### src/rtl/tap_pkg.sv
package tap_pkg;

  // instruction register
  localparam int          IR_LEN          = 4;
  localparam logic [3:0]  IR_CAPTURE_VAL  = 4'h1;   // low two bits fixed at 01
  localparam logic [3:0]  IR_RESET_VAL    = 4'h2;   // identification after reset

  // instruction codes
  localparam logic [3:0]  INS_EXT_TEST    = 4'h0;
  localparam logic [3:0]  INS_SAMPLE      = 4'h1;
  localparam logic [3:0]  INS_IDENT       = 4'h2;
  localparam logic [3:0]  INS_HIGHZ       = 4'h4;
  localparam logic [3:0]  INS_BYPASS      = 4'hf;

  // data register lengths and bypass capture value
  localparam int          ID_LEN          = 32;
  localparam int          BSR_LEN_DEF     = 16;
  localparam logic        BYPASS_CAPTURE  = 1'b0;

  // consecutive high tms edges that force reset
  localparam int          TMS_RESET_EDGES = 5;

  // controller states
  typedef enum logic [3:0] {
    ST_RESET     = 4'h0,
    ST_IDLE      = 4'h1,
    ST_SEL_DR    = 4'h2,
    ST_CAP_DR    = 4'h3,
    ST_SHIFT_DR  = 4'h4,
    ST_EXIT1_DR  = 4'h5,
    ST_PAUSE_DR  = 4'h6,
    ST_EXIT2_DR  = 4'h7,
    ST_UPD_DR    = 4'h8,
    ST_SEL_IR    = 4'h9,
    ST_CAP_IR    = 4'ha,
    ST_SHIFT_IR  = 4'hb,
    ST_EXIT1_IR  = 4'hc,
    ST_PAUSE_IR  = 4'hd,
    ST_EXIT2_IR  = 4'he,
    ST_UPD_IR    = 4'hf
  } tap_state_t;

  // register selected between the serial pins
  typedef enum logic [1:0] {
    SEL_BYPASS = 2'h0,
    SEL_BSR    = 2'h1,
    SEL_IDENT  = 2'h2
  } dr_sel_t;

endpackage : tap_pkg

### src/rtl/boundary_scan_tap.sv
`timescale 1ns/1ps
`default_nettype none
// Notes on behaviour
// - five rising test clocks with mode select high reach test-logic-reset from anywhere.
// - system reset stands in for power-up and puts the controller in test-logic-reset.
// - every state change other than a test or system reset happens on a test clock rise, steered by mode select.
// - in test-logic-reset all test logic is off; device runs normally.
// - run-test-idle does nothing unless the instruction asks for it.
// - capture-ir loads a fixed pattern whose low two bits are 01.
// - shift-ir shifts instruction stages between data in and data out.
// - update-ir latches the new instruction on the falling test clock.
// - capture-dr loads the selected data register on the rising edge.
// - pause states hold the shift path without shifting.
// - exit1 states branch to pause or update on mode select.
// - instruction register is four bits, least significant nearest data out.
// - bypass, boundary and identification registers sit in parallel, picked by instruction.
// - bypass is one stage and captures zero in capture-dr.
// - bypass never alters the functional queue behaviour.
// - codes 00,01,02,04,0f decode to extest, sample, ident, high-z, bypass.
// - identification register is a read-only 32-bit shift path.
// - high-z instruction floats all device outputs and selects bypass.
module boundary_scan_tap
  import tap_pkg::*;
#(
  parameter int          BSR_LEN  = BSR_LEN_DEF,
  parameter logic [31:0] ID_VALUE = 32'h0000_0001  // arbitrary identity, bit 0 set as required
) (
  // system
  input  wire logic               clk_sys_i,
  input  wire logic               nrst_i,
  input  wire logic               ce_i,
  // test port pins
  input  wire logic               tck_i,
  input  wire logic               tms_i,
  input  wire logic               tdi_i,
  input  wire logic               trst_n_i,
  output logic                    tdo_o,
  output logic                    tdo_oe_n_o,
  // boundary cells towards the device pads
  input  wire logic [BSR_LEN-1:0] bsr_pins_i,
  output logic [BSR_LEN-1:0]      bsr_drive_o,
  output logic                    ext_test_o,
  output logic                    outputs_hiz_o,
  output logic                    test_active_o
);

  // reset release and pin synchronisers
  logic       rst_meta_r;
  logic       rst_n_r;
  logic [3:0] pins_s;
  logic       tck_s;
  logic       tms_s;
  logic       tdi_s;
  logic       trst_n_s;
  logic       tck_d_r;
  logic       tck_rise;
  logic       tck_fall;

  always_ff @(posedge clk_sys_i or negedge nrst_i) begin
    if (!nrst_i) begin
      rst_meta_r <= 1'b0;
      rst_n_r    <= 1'b0;
    end else begin
      rst_meta_r <= 1'b1;
      rst_n_r    <= rst_meta_r;
    end
  end

  pin_sync #(.W(4)) u_sync (
    .clk_i  (clk_sys_i),
    .nrst_i (rst_n_r),
    .d_i    ({tck_i, tms_i, tdi_i, trst_n_i}),
    .q_o    (pins_s)
  );
  assign {tck_s, tms_s, tdi_s, trst_n_s} = pins_s;

  // edge finder runs on the synchronised copy only
  always_ff @(posedge clk_sys_i or negedge rst_n_r) begin
    if (!rst_n_r) begin
      tck_d_r <= 1'b0;
    end else if (ce_i) begin
      tck_d_r <= tck_s;
    end
  end
  assign tck_rise = tck_s & ~tck_d_r;
  assign tck_fall = ~tck_s & tck_d_r;

  // decode of the current instruction
  function automatic dr_sel_t decode_sel(input logic [3:0] ins);
    case (ins)
      INS_EXT_TEST, INS_SAMPLE: decode_sel = SEL_BSR;
      INS_IDENT:                decode_sel = SEL_IDENT;
      default:                  decode_sel = SEL_BYPASS;
    endcase
  endfunction : decode_sel

  // controller state
  tap_state_t state_r;
  tap_state_t state_nxt;

  // next state; one step per test clock rise
  always_comb begin
    state_nxt = state_r;
    if (tck_rise) begin
      case (state_r)
        ST_RESET:    state_nxt = tms_s ? ST_RESET   : ST_IDLE;
        ST_IDLE:     state_nxt = tms_s ? ST_SEL_DR  : ST_IDLE;
        ST_SEL_DR:   state_nxt = tms_s ? ST_SEL_IR  : ST_CAP_DR;
        ST_CAP_DR:   state_nxt = tms_s ? ST_EXIT1_DR : ST_SHIFT_DR;
        ST_SHIFT_DR: state_nxt = tms_s ? ST_EXIT1_DR : ST_SHIFT_DR;
        ST_EXIT1_DR: state_nxt = tms_s ? ST_UPD_DR  : ST_PAUSE_DR;
        ST_PAUSE_DR: state_nxt = tms_s ? ST_EXIT2_DR : ST_PAUSE_DR;
        ST_EXIT2_DR: state_nxt = tms_s ? ST_UPD_DR  : ST_SHIFT_DR;
        ST_UPD_DR:   state_nxt = tms_s ? ST_SEL_DR  : ST_IDLE;
        ST_SEL_IR:   state_nxt = tms_s ? ST_RESET   : ST_CAP_IR;
        ST_CAP_IR:   state_nxt = tms_s ? ST_EXIT1_IR : ST_SHIFT_IR;
        ST_SHIFT_IR: state_nxt = tms_s ? ST_EXIT1_IR : ST_SHIFT_IR;
        ST_EXIT1_IR: state_nxt = tms_s ? ST_UPD_IR  : ST_PAUSE_IR;
        ST_PAUSE_IR: state_nxt = tms_s ? ST_EXIT2_IR : ST_PAUSE_IR;
        ST_EXIT2_IR: state_nxt = tms_s ? ST_UPD_IR  : ST_SHIFT_IR;
        ST_UPD_IR:   state_nxt = tms_s ? ST_SEL_DR  : ST_IDLE;
        default:     state_nxt = ST_RESET;
      endcase
    end
    if (!trst_n_s) begin
      state_nxt = ST_RESET;
    end
  end

  // system reset stands in for power-up; no tap reset is implied beyond that
  always_ff @(posedge clk_sys_i or negedge rst_n_r) begin
    if (!rst_n_r) begin
      state_r <= ST_RESET;
    end else if (ce_i) begin
      state_r <= state_nxt;
    end
  end

  // shift paths and instruction
  logic [IR_LEN-1:0]  ir_sh_r;
  logic [IR_LEN-1:0]  ir_sh_nxt;
  logic [IR_LEN-1:0]  ir_r;
  logic [IR_LEN-1:0]  ir_nxt;
  logic               byp_r;
  logic               byp_nxt;
  logic [ID_LEN-1:0]  id_r;
  logic [ID_LEN-1:0]  id_nxt;
  logic [BSR_LEN-1:0] bsr_r;
  logic [BSR_LEN-1:0] bsr_nxt;
  logic [BSR_LEN-1:0] bsr_upd_r;
  logic [BSR_LEN-1:0] bsr_upd_nxt;
  dr_sel_t            sel;

  assign sel = decode_sel(ir_r);

  always_comb begin
    ir_sh_nxt   = ir_sh_r;
    ir_nxt      = ir_r;
    byp_nxt     = byp_r;
    id_nxt      = id_r;
    bsr_nxt     = bsr_r;
    bsr_upd_nxt = bsr_upd_r;
    if (tck_rise) begin
      case (state_r)
        ST_CAP_IR:   ir_sh_nxt = IR_CAPTURE_VAL;
        ST_SHIFT_IR: ir_sh_nxt = {tdi_s, ir_sh_r[IR_LEN-1:1]};
        ST_CAP_DR: begin
          case (sel)
            SEL_BSR:   bsr_nxt = bsr_pins_i;
            SEL_IDENT: id_nxt  = ID_VALUE;
            default:   byp_nxt = BYPASS_CAPTURE;
          endcase
        end
        ST_SHIFT_DR: begin
          case (sel)
            SEL_BSR:   bsr_nxt = {tdi_s, bsr_r[BSR_LEN-1:1]};
            SEL_IDENT: id_nxt  = {tdi_s, id_r[ID_LEN-1:1]};
            default:   byp_nxt = tdi_s;
          endcase
        end
        default: ;  // pause and exit states leave the paths alone
      endcase
    end
    if (tck_fall) begin
      if (state_r == ST_UPD_IR) begin
        ir_nxt = ir_sh_r;
      end
      if (state_r == ST_UPD_DR && sel == SEL_BSR) begin
        bsr_upd_nxt = bsr_r;
      end
    end
    if (state_r == ST_RESET) begin
      ir_nxt = IR_RESET_VAL;
    end
  end

  always_ff @(posedge clk_sys_i or negedge rst_n_r) begin
    if (!rst_n_r) begin
      ir_sh_r   <= IR_CAPTURE_VAL;
      ir_r      <= IR_RESET_VAL;
      byp_r     <= 1'b0;
      id_r      <= '0;
      bsr_r     <= '0;
      bsr_upd_r <= '0;
    end else if (ce_i) begin
      ir_sh_r   <= ir_sh_nxt;
      ir_r      <= ir_nxt;
      byp_r     <= byp_nxt;
      id_r      <= id_nxt;
      bsr_r     <= bsr_nxt;
      bsr_upd_r <= bsr_upd_nxt;
    end
  end

  // serial output and device-side controls
  logic               tdo_nxt;
  logic               tdo_oe_n_nxt;
  logic               ext_nxt;
  logic               hiz_nxt;
  logic               act_nxt;

  always_comb begin
    tdo_nxt      = tdo_o;
    tdo_oe_n_nxt = tdo_oe_n_o;
    if (tck_fall) begin
      tdo_oe_n_nxt = ~(state_r == ST_SHIFT_IR || state_r == ST_SHIFT_DR);
      if (state_r == ST_SHIFT_IR) begin
        tdo_nxt = ir_sh_r[0];
      end else begin
        case (sel)
          SEL_BSR:   tdo_nxt = bsr_r[0];
          SEL_IDENT: tdo_nxt = id_r[0];
          default:   tdo_nxt = byp_r;
        endcase
      end
    end
    if (state_r == ST_RESET) begin
      tdo_oe_n_nxt = 1'b1;
    end
    // bypass and ident leave the queue logic untouched
    ext_nxt = (state_r != ST_RESET) && (ir_r == INS_EXT_TEST);
    hiz_nxt = (state_r != ST_RESET) && (ir_r == INS_HIGHZ);
    act_nxt = (state_r != ST_RESET);
  end

  always_ff @(posedge clk_sys_i or negedge rst_n_r) begin
    if (!rst_n_r) begin
      tdo_o         <= 1'b0;
      tdo_oe_n_o    <= 1'b1;
      ext_test_o    <= 1'b0;
      outputs_hiz_o <= 1'b0;
      test_active_o <= 1'b0;
      bsr_drive_o   <= '0;
    end else if (ce_i) begin
      tdo_o         <= tdo_nxt;
      tdo_oe_n_o    <= tdo_oe_n_nxt;
      ext_test_o    <= ext_nxt;
      outputs_hiz_o <= hiz_nxt;
      test_active_o <= act_nxt;
      bsr_drive_o   <= bsr_upd_r;
    end
  end
endmodule : boundary_scan_tap
`default_nettype wire

### src/rtl/pin_sync.sv
`timescale 1ns/1ps
`default_nettype none
// two-flop synchroniser for a bundle of pin levels
module pin_sync #(
  parameter int W = 1
) (
  input  wire logic         clk_i,
  input  wire logic         nrst_i,
  input  wire logic [W-1:0] d_i,
  output var  logic [W-1:0] q_o
);

  logic [W-1:0] meta_r;

  // first stage feeds only the second stage
  always_ff @(posedge clk_i or negedge nrst_i) begin
    if (!nrst_i) begin
      meta_r <= '0;
      q_o    <= '0;
    end else begin
      meta_r <= d_i;
      q_o    <= meta_r;
    end
  end

endmodule : pin_sync
`default_nettype wire

### config.mk
export PLATFORM = sky130hd
export DESIGN_NAME = boundary_scan_tap
export DESIGN_NICKNAME = d
export VERILOG_FILES = /design/src/rtl/tap_pkg.sv /design/src/rtl/boundary_scan_tap.sv /design/src/rtl/pin_sync.sv
export SDC_FILE = /design/constraint.sdc
export NUM_CORES = 1
export LEC_CHECK = 0
export BUFFER_PORTS_ARGS = -buffer_cell sky130_fd_sc_hd__buf_2
export CAP_MARGIN = 30
export CORE_MARGIN = 1
export CORE_UTILIZATION = 42
export DETAILED_ROUTE_END_ITERATION = 10
export HOLD_SLACK_MARGIN = 0.15
export PLACE_DENSITY = 0.58
export SYNTH_ARGS = -nofsm -noshare
export SYNTH_HDL_FRONTEND = slang
export SYNTH_SLANG_ARGS = --single-unit
### constraint.sdc
create_clock -name clk_sys_i -period 6.9 [get_ports clk_sys_i]
set_input_delay 0.69 -clock clk_sys_i [delete_from_list [all_inputs] [get_ports clk_sys_i]]
set_output_delay 0.69 -clock clk_sys_i [all_outputs]
set_load 0.01 [all_outputs]
Word level (Yosys, flattened, before mapping)
Cells that the tools add are included.
{ "word_totals": {"regBits": 109, "input_bits": 23, "elab_cells": 108} }
{ "classes": {"eq_ne": 27, "muxes": 33, "bitwise_logic": 5, "reduce_logical": 25} }
{ "ops": {"columns": ["cell", "count"], "rows": [
  ["two-way mux 32 bit", 2],
  ["case mux 32 bit (2 select lines)", 1],
  ["case mux 4 bit (12 select lines)", 1],
  ["two-way mux 4 bit", 9],
  ["== test 4 bit (second input constant)", 8],
  ["two-way mux 16 bit", 2],
  ["case mux 16 bit (2 select lines)", 1],
  ["== test 4 x 3 -> 1 bit (second input constant)", 5],
  ["AND reduction 5 bit", 3],
  ["== test 4 x 2 -> 1 bit (second input constant)", 3],
  ["inequality test 2 bit (second input constant)", 6],
  ["AND reduction 3 bit", 3],
  ["== test 4 x 1 -> 1 bit (second input constant)", 2],
  ["logical NOT 4 bit", 2],
  ["two-way mux 1 bit", 8],
  ["case mux 4 bit (2 select lines)", 1],
  ["nonzero test 2 bit", 4],
  ["OR reduction 2 bit", 4],
  ["two-way mux 2 bit", 3],
  ["two-way mux 3 bit", 2],
  ["AND reduction 2 bit", 3],
  ["case mux 1 bit (2 select lines)", 2],
  ["case mux 2 bit (2 select lines)", 1],
  ["nonzero test 4 bit", 1],
  ["8 further kinds", 13]
]} }

Longest topological paths before layout
{ "depth": {"depth_word": 7, "depth_mapped": 8, "ltp_nobuf": 7} }

Modules after synthesis
Synthesis repeated with hierarchy kept, for this count alone.
{ "hier_totals": {"cells_unflattened": 356, "hier_area_um2": 4555.6} }
{ "by_module_without_submodules": {"columns": ["module", "instances", "cells_each", "area_per_inst_um2", "seq_area_each_um2"], "rows": [
  ["boundary_scan_tap", 1, 348, 4355.4, 2531.2],
  ["pin_sync", 1, 8, 200.2, 200.2]
]} }

Worst setup path after synthesis
No wires, ideal clock.
{ "synth_timing": {"path_type": "register -> register", "start": "register ir_r[1]", "end": "register id_r[23]", "setup_ns": 0.121, "arrival_time_ns": 2.095, "setup_slack_ns": 4.684, "stages_incl_launch_ff": 9, "n_path_buf": 2, "synth_period_minus_slack_ns": 2.216, "cell_sequence": "dfstp_2 > or4b_2 > inv_1 > ha_1 > nand3_1 > or2_1 > buf_6 > buf_6 > a22o_1"} }
{ "synth_via": {"elab_chain_len": 6} }
{ "synth_rtl": {"columns": ["item", "line", "rtl"], "rows": [
  ["from (decl)", "boundary_scan_tap.sv:142", "logic [IR_LEN-1:0] ir_r;"],
  ["from (signal assigned)", "boundary_scan_tap.sv:207", "ir_r <= ir_nxt;"],
  ["== test 4 x 1 -> 1 bit / logical NOT 4 bit (equally long branches)", "boundary_scan_tap.sv:90", "case (ins)"],
  ["OR reduction 2 bit", "boundary_scan_tap.sv:90", null],
  ["case mux 2 bit (2 select lines) (*)", "boundary_scan_tap.sv:90", null],
  ["== test 2 bit (*)", "boundary_scan_tap.sv:168, boundary_scan_tap.sv:175", null],
  ["inequality test 2 bit (no source line) / inequality test 2 x 1 -> 1 bit (equally long branches)", null, null],
  ["AND reduction 5 bit (no source line) (*)", null, null],
  ["to (signal assigned)", "boundary_scan_tap.sv:209", "id_r <= id_nxt;"],
  ["to (decl)", "boundary_scan_tap.sv:146", "logic [ID_LEN-1:0] id_r;"]
]} }
Every way passes the cells marked *; elsewhere a longest branch is shown, timed or not.
A chain may end at the register's enable or synchronous reset.

Final worst setup path
{ "layout_timing": {"start": "register ir_r[1]", "end": "register bsr_upd_r[8]"} }
{ "layout_via": {"elab_chain_len": 6} }
{ "layout_rtl": {"columns": ["item", "line", "rtl"], "rows": [
  ["== test 4 x 1 -> 1 bit / logical NOT 4 bit (equally long branches)", "boundary_scan_tap.sv:90", null],
  ["OR reduction 2 bit", "boundary_scan_tap.sv:90", null],
  ["case mux 2 bit (2 select lines) (*)", "boundary_scan_tap.sv:90", null],
  ["== test 2 x 1 -> 1 bit (*)", "boundary_scan_tap.sv:188", "if (state_r == ST_UPD_DR && sel == SEL_BSR) begin"],
  ["logical AND 1 bit (*)", "boundary_scan_tap.sv:188", null],
  ["AND reduction 3 bit (no source line) (*)", null, null],
  ["to (signal assigned)", "boundary_scan_tap.sv:211", "bsr_upd_r <= bsr_upd_nxt;"],
  ["to (decl)", "boundary_scan_tap.sv:150", "logic [BSR_LEN-1:0] bsr_upd_r;"]
]} }
Marked as above.

==> flow_summary.yaml <==
sta:
  worstMarginPinSlew_ns: 1.01
  setup_viol: 0
  final.setup.tns_ns: 0
  finalClockSkew_ns: 0.0157
  rsz0062_at_grt: "no"
  final.min_clock_period_ns: 2.73
  slew_headroom_pct: 32.9
  maxSlewViolCount: 0
  setup_ws_ns: 4.17
  hold_violations: 0
  fmax_ghz: 0.366
  fin_crit_sh_pct: 39.6
power_and_ir_drop:
  power_density_nw_per_um2: 210
  total_power_mw: 1.05
  max-vdd-ir-drop_v: 0.000119
  leakage_nw: 2.44
floorplanning:
  initial_core_util_pct: 43.6
  num_rows: 37
  core_region_area_um2: 10400
  fp.dieW_um: 106
  die_area_um2: 11200
  pin_count: 44
  die-height_um: 106
setup_path:
  cp_slowest_stage_delay_ns: 0.68
  cp_num_cells: 5
  worstPathArrival_ns: 2.98
  r2r_cells: 5
  crit_chain: "or4b_2 > ha_1 > nand2_1 > or4_1 > mux2_2"
  worst-setup-path-type: "reg -> reg"
  end_kind: "flip-flop"
  crit_family: "simple AND/OR/NAND/NOR gates"
  required_ns: 7.16
  critPathBufInv: 0
  crit_slowest_cell: "or4_1"
  start_kind: "flip-flop"
  crit_fanout: 16
yosys:
  ys.warnings.count: 0
  yosys.area.top_type_share_pct: 58.4
  synth_area_leaders: "dfrtp_1 58%, a22o_1 6.2%, mux2_2 5.7%"
  ys_ff_latch: 109
  yosysTopAreaCell: "dfrtp_1"
  synth_cells: 360
  synth_seq_area_share_pct: 60.2
  synth_area_per_cell_um2: 12.6
  syn_area_um2: 4540
  async_reset_ff_share_pct: 100
  syn_nets: 385
  synth-edff-count: 0
  synth_flop_cell: "dfrtp_1"
  synth.distinct_cells: 50
placement:
  gp_congestion: 0.746
  pre_cts_ws_ns: 3.85
  hpwl_um: 5100
  port_buffers: 43
layout:
  drive_above_1_share_pct: 25.9
  num_antenna_cells: 0
  final_nets: 417
  area_growth_pct: 10.3
grt:
  grt_overflow: 0
  grt_max_degree: 55
  grt_pass1_vias: 2719
  grt_pass1_wl_um: 13600
  grt_usage_pct: 15.4
  antenna_found_initial: 0
cts:
  cts_tree: "yes"
  cts_buffer_depth: 2
  path_clk_slew_ns: 0.10
  cts_sinks: 109
  root_buffer: "clkbuf_8"
  cts_setup_buffers: 0
  clock_latency_ns: 0.36
  htreeDepth: 3
  cts_made_buffers: 9
route:
  dr.pass1.iters: 4
  ant_nets: 0
  wire_per_inst_um: 14.7
  routed_wl_um: 7830
  viasPerCell: 5.19
  vias: 2768
  drc_errors: 0
  initialDrtViolationCount: 124
outcome:
  status: "finished, final reports clean"
min_path:
  hold_path_depth: 0
  hp-class: "reg -> reg"
flow_run:
  max-cap-violations: 0
routing by layer:
metal | track usage (%) | part of all wire, % | vias to the layer above
met5 | 0 | 0 | -
met4 | 4.76 | 0.83 | 0
met3 | 3.56 | 2.4 | 6
met2 | 22.8 | 45 | 35
met1 | 22.5 | 52 | 1382
li1 | - | - | 1345
worst paths after layout:
path | startpoint | end | slack (ns)
min reg2reg | u_sync.meta_r[2] | u_sync.q_o[2] | 0.35
min in group asynchronous | rst_n_r | id_r[31] | 0.36
max in group asynchronous | rst_n_r | tdo_o | 5.42
max | ir_r[1] | bsr_upd_r[8] | 4.17
max reg2reg | ir_r[1] | bsr_upd_r[8] | 4.17
min | u_sync.meta_r[2] | u_sync.q_o[2] | 0.35
repair_timing:
action	in CTS	in global routing
resized for setup	0	0
hold endpoints to repair	2	0
hold buffers	1	0
synthesized netlist by cell type (2+ instances only):
cell and n:
ha_1 2, nand4_1 2, buf_2 8, nand4b_1 2, a22oi_1 2, nand2b_1 4
mux2_2 23, buf_6 7, o211ai_1 2, dfstp_2 3, buf_1 2, or4_1 2
a31oi_1 4, dfrtp_1 106, mux2i_1 16, inv_1 12, o22ai_1 2, o21ai_0 11
clkbuf_1 9, or3_1 2, a22o_1 32, nand3_1 7, nand3b_1 4, nor2_1 21
a21o_1 2, nand2_1 20, nor2b_1 4, a21oi_1 18, mux2_4 10
per-stage QoR:
step	cells	utilization, %	hold WS, ns	cell area, um2
floorplan	360	-	0.331	4540
global placement	515	46.1	0.333	4800
detailed placement	516	46.2	0.336	4810
CTS	533	48.1	0.357	5010
global route	533	48.1	0.363	5010
finish	533	48.1	0.354	5010
area by class of cell:
cell class | instances | area (um2)
fillers | 942 | 5410
flip-flops and latches | 109 | 2740
multi-input cells | 212 | 1610
repair buffers | 48 | 263
well taps | 136 | 170
clock buffers | 11 | 141
inverters | 12 | 45.0
clock inverters | 5 | 42.5
kinds of logic (layout without fill, tap and decap cells):
group	count (synthesis)	count (layout)	share of synthesized area, %
compound gates	83	83	13.2
xor+xnor	1	1	0.193
fa+ha+maj	2	2	0.551
buf+inv	39	76	4.69
flops	109	109	60.2
mux	49	49	12.5
other cells	1	1	0.0826
simple gates	76	76	8.57
power by group:
| part | total, mW | switching, mW | leakage, nW | internal (mW) |
|---|---|---|---|---|
| clock | 0.357 | 0.212 | 0.0905 | 0.145 |
| combinational | 0.0354 | 0.0202 | 0.874 | 0.0152 |
| sequential | 0.659 | 0.0132 | 1.47 | 0.646 |
| total | 1.05 | 0.245 | 2.44 | 0.806 |
state kept, by name, indices dropped and copies added, names as in the netlist, 4 cells and up:
| signal | flops |
|---|---|
| u_sync.meta_r | 4 |
| bsr_r | 16 |
| id_r | 32 |
| ir_r | 4 |
| bsr_upd_r | 16 |
| ir_sh_r | 4 |
| state_r | 4 |
| bsr_drive_o | 16 |
| u_sync.q_o | 4 |
layout by cell type, fill, tap and decap left out, types with 2 or more instances in the layout:
master    instances
buf_4             3
nand2_1          20
clkinv_4          2
nand3b_1          4
a22o_1           32
dfrtp_1         105
mux2i_1          16
nand4b_1          2
nand3_1           7
dfstp_2           3
a21oi_1          18
mux2_4           10
ha_1              2
or4_1             2
o211ai_1          2
mux2_2           23
inv_6             2
nand2b_1          4
a22oi_1           2
nor2_1           21
inv_1            12
a21o_1            2
or3_1             2
nor2b_1           4
buf_2            43
nand4_1           2
o21ai_0          11
a31oi_1           4
o22ai_1           2
clkbuf_8         10
No activity file was read; power rests on OpenSTA's default activity.
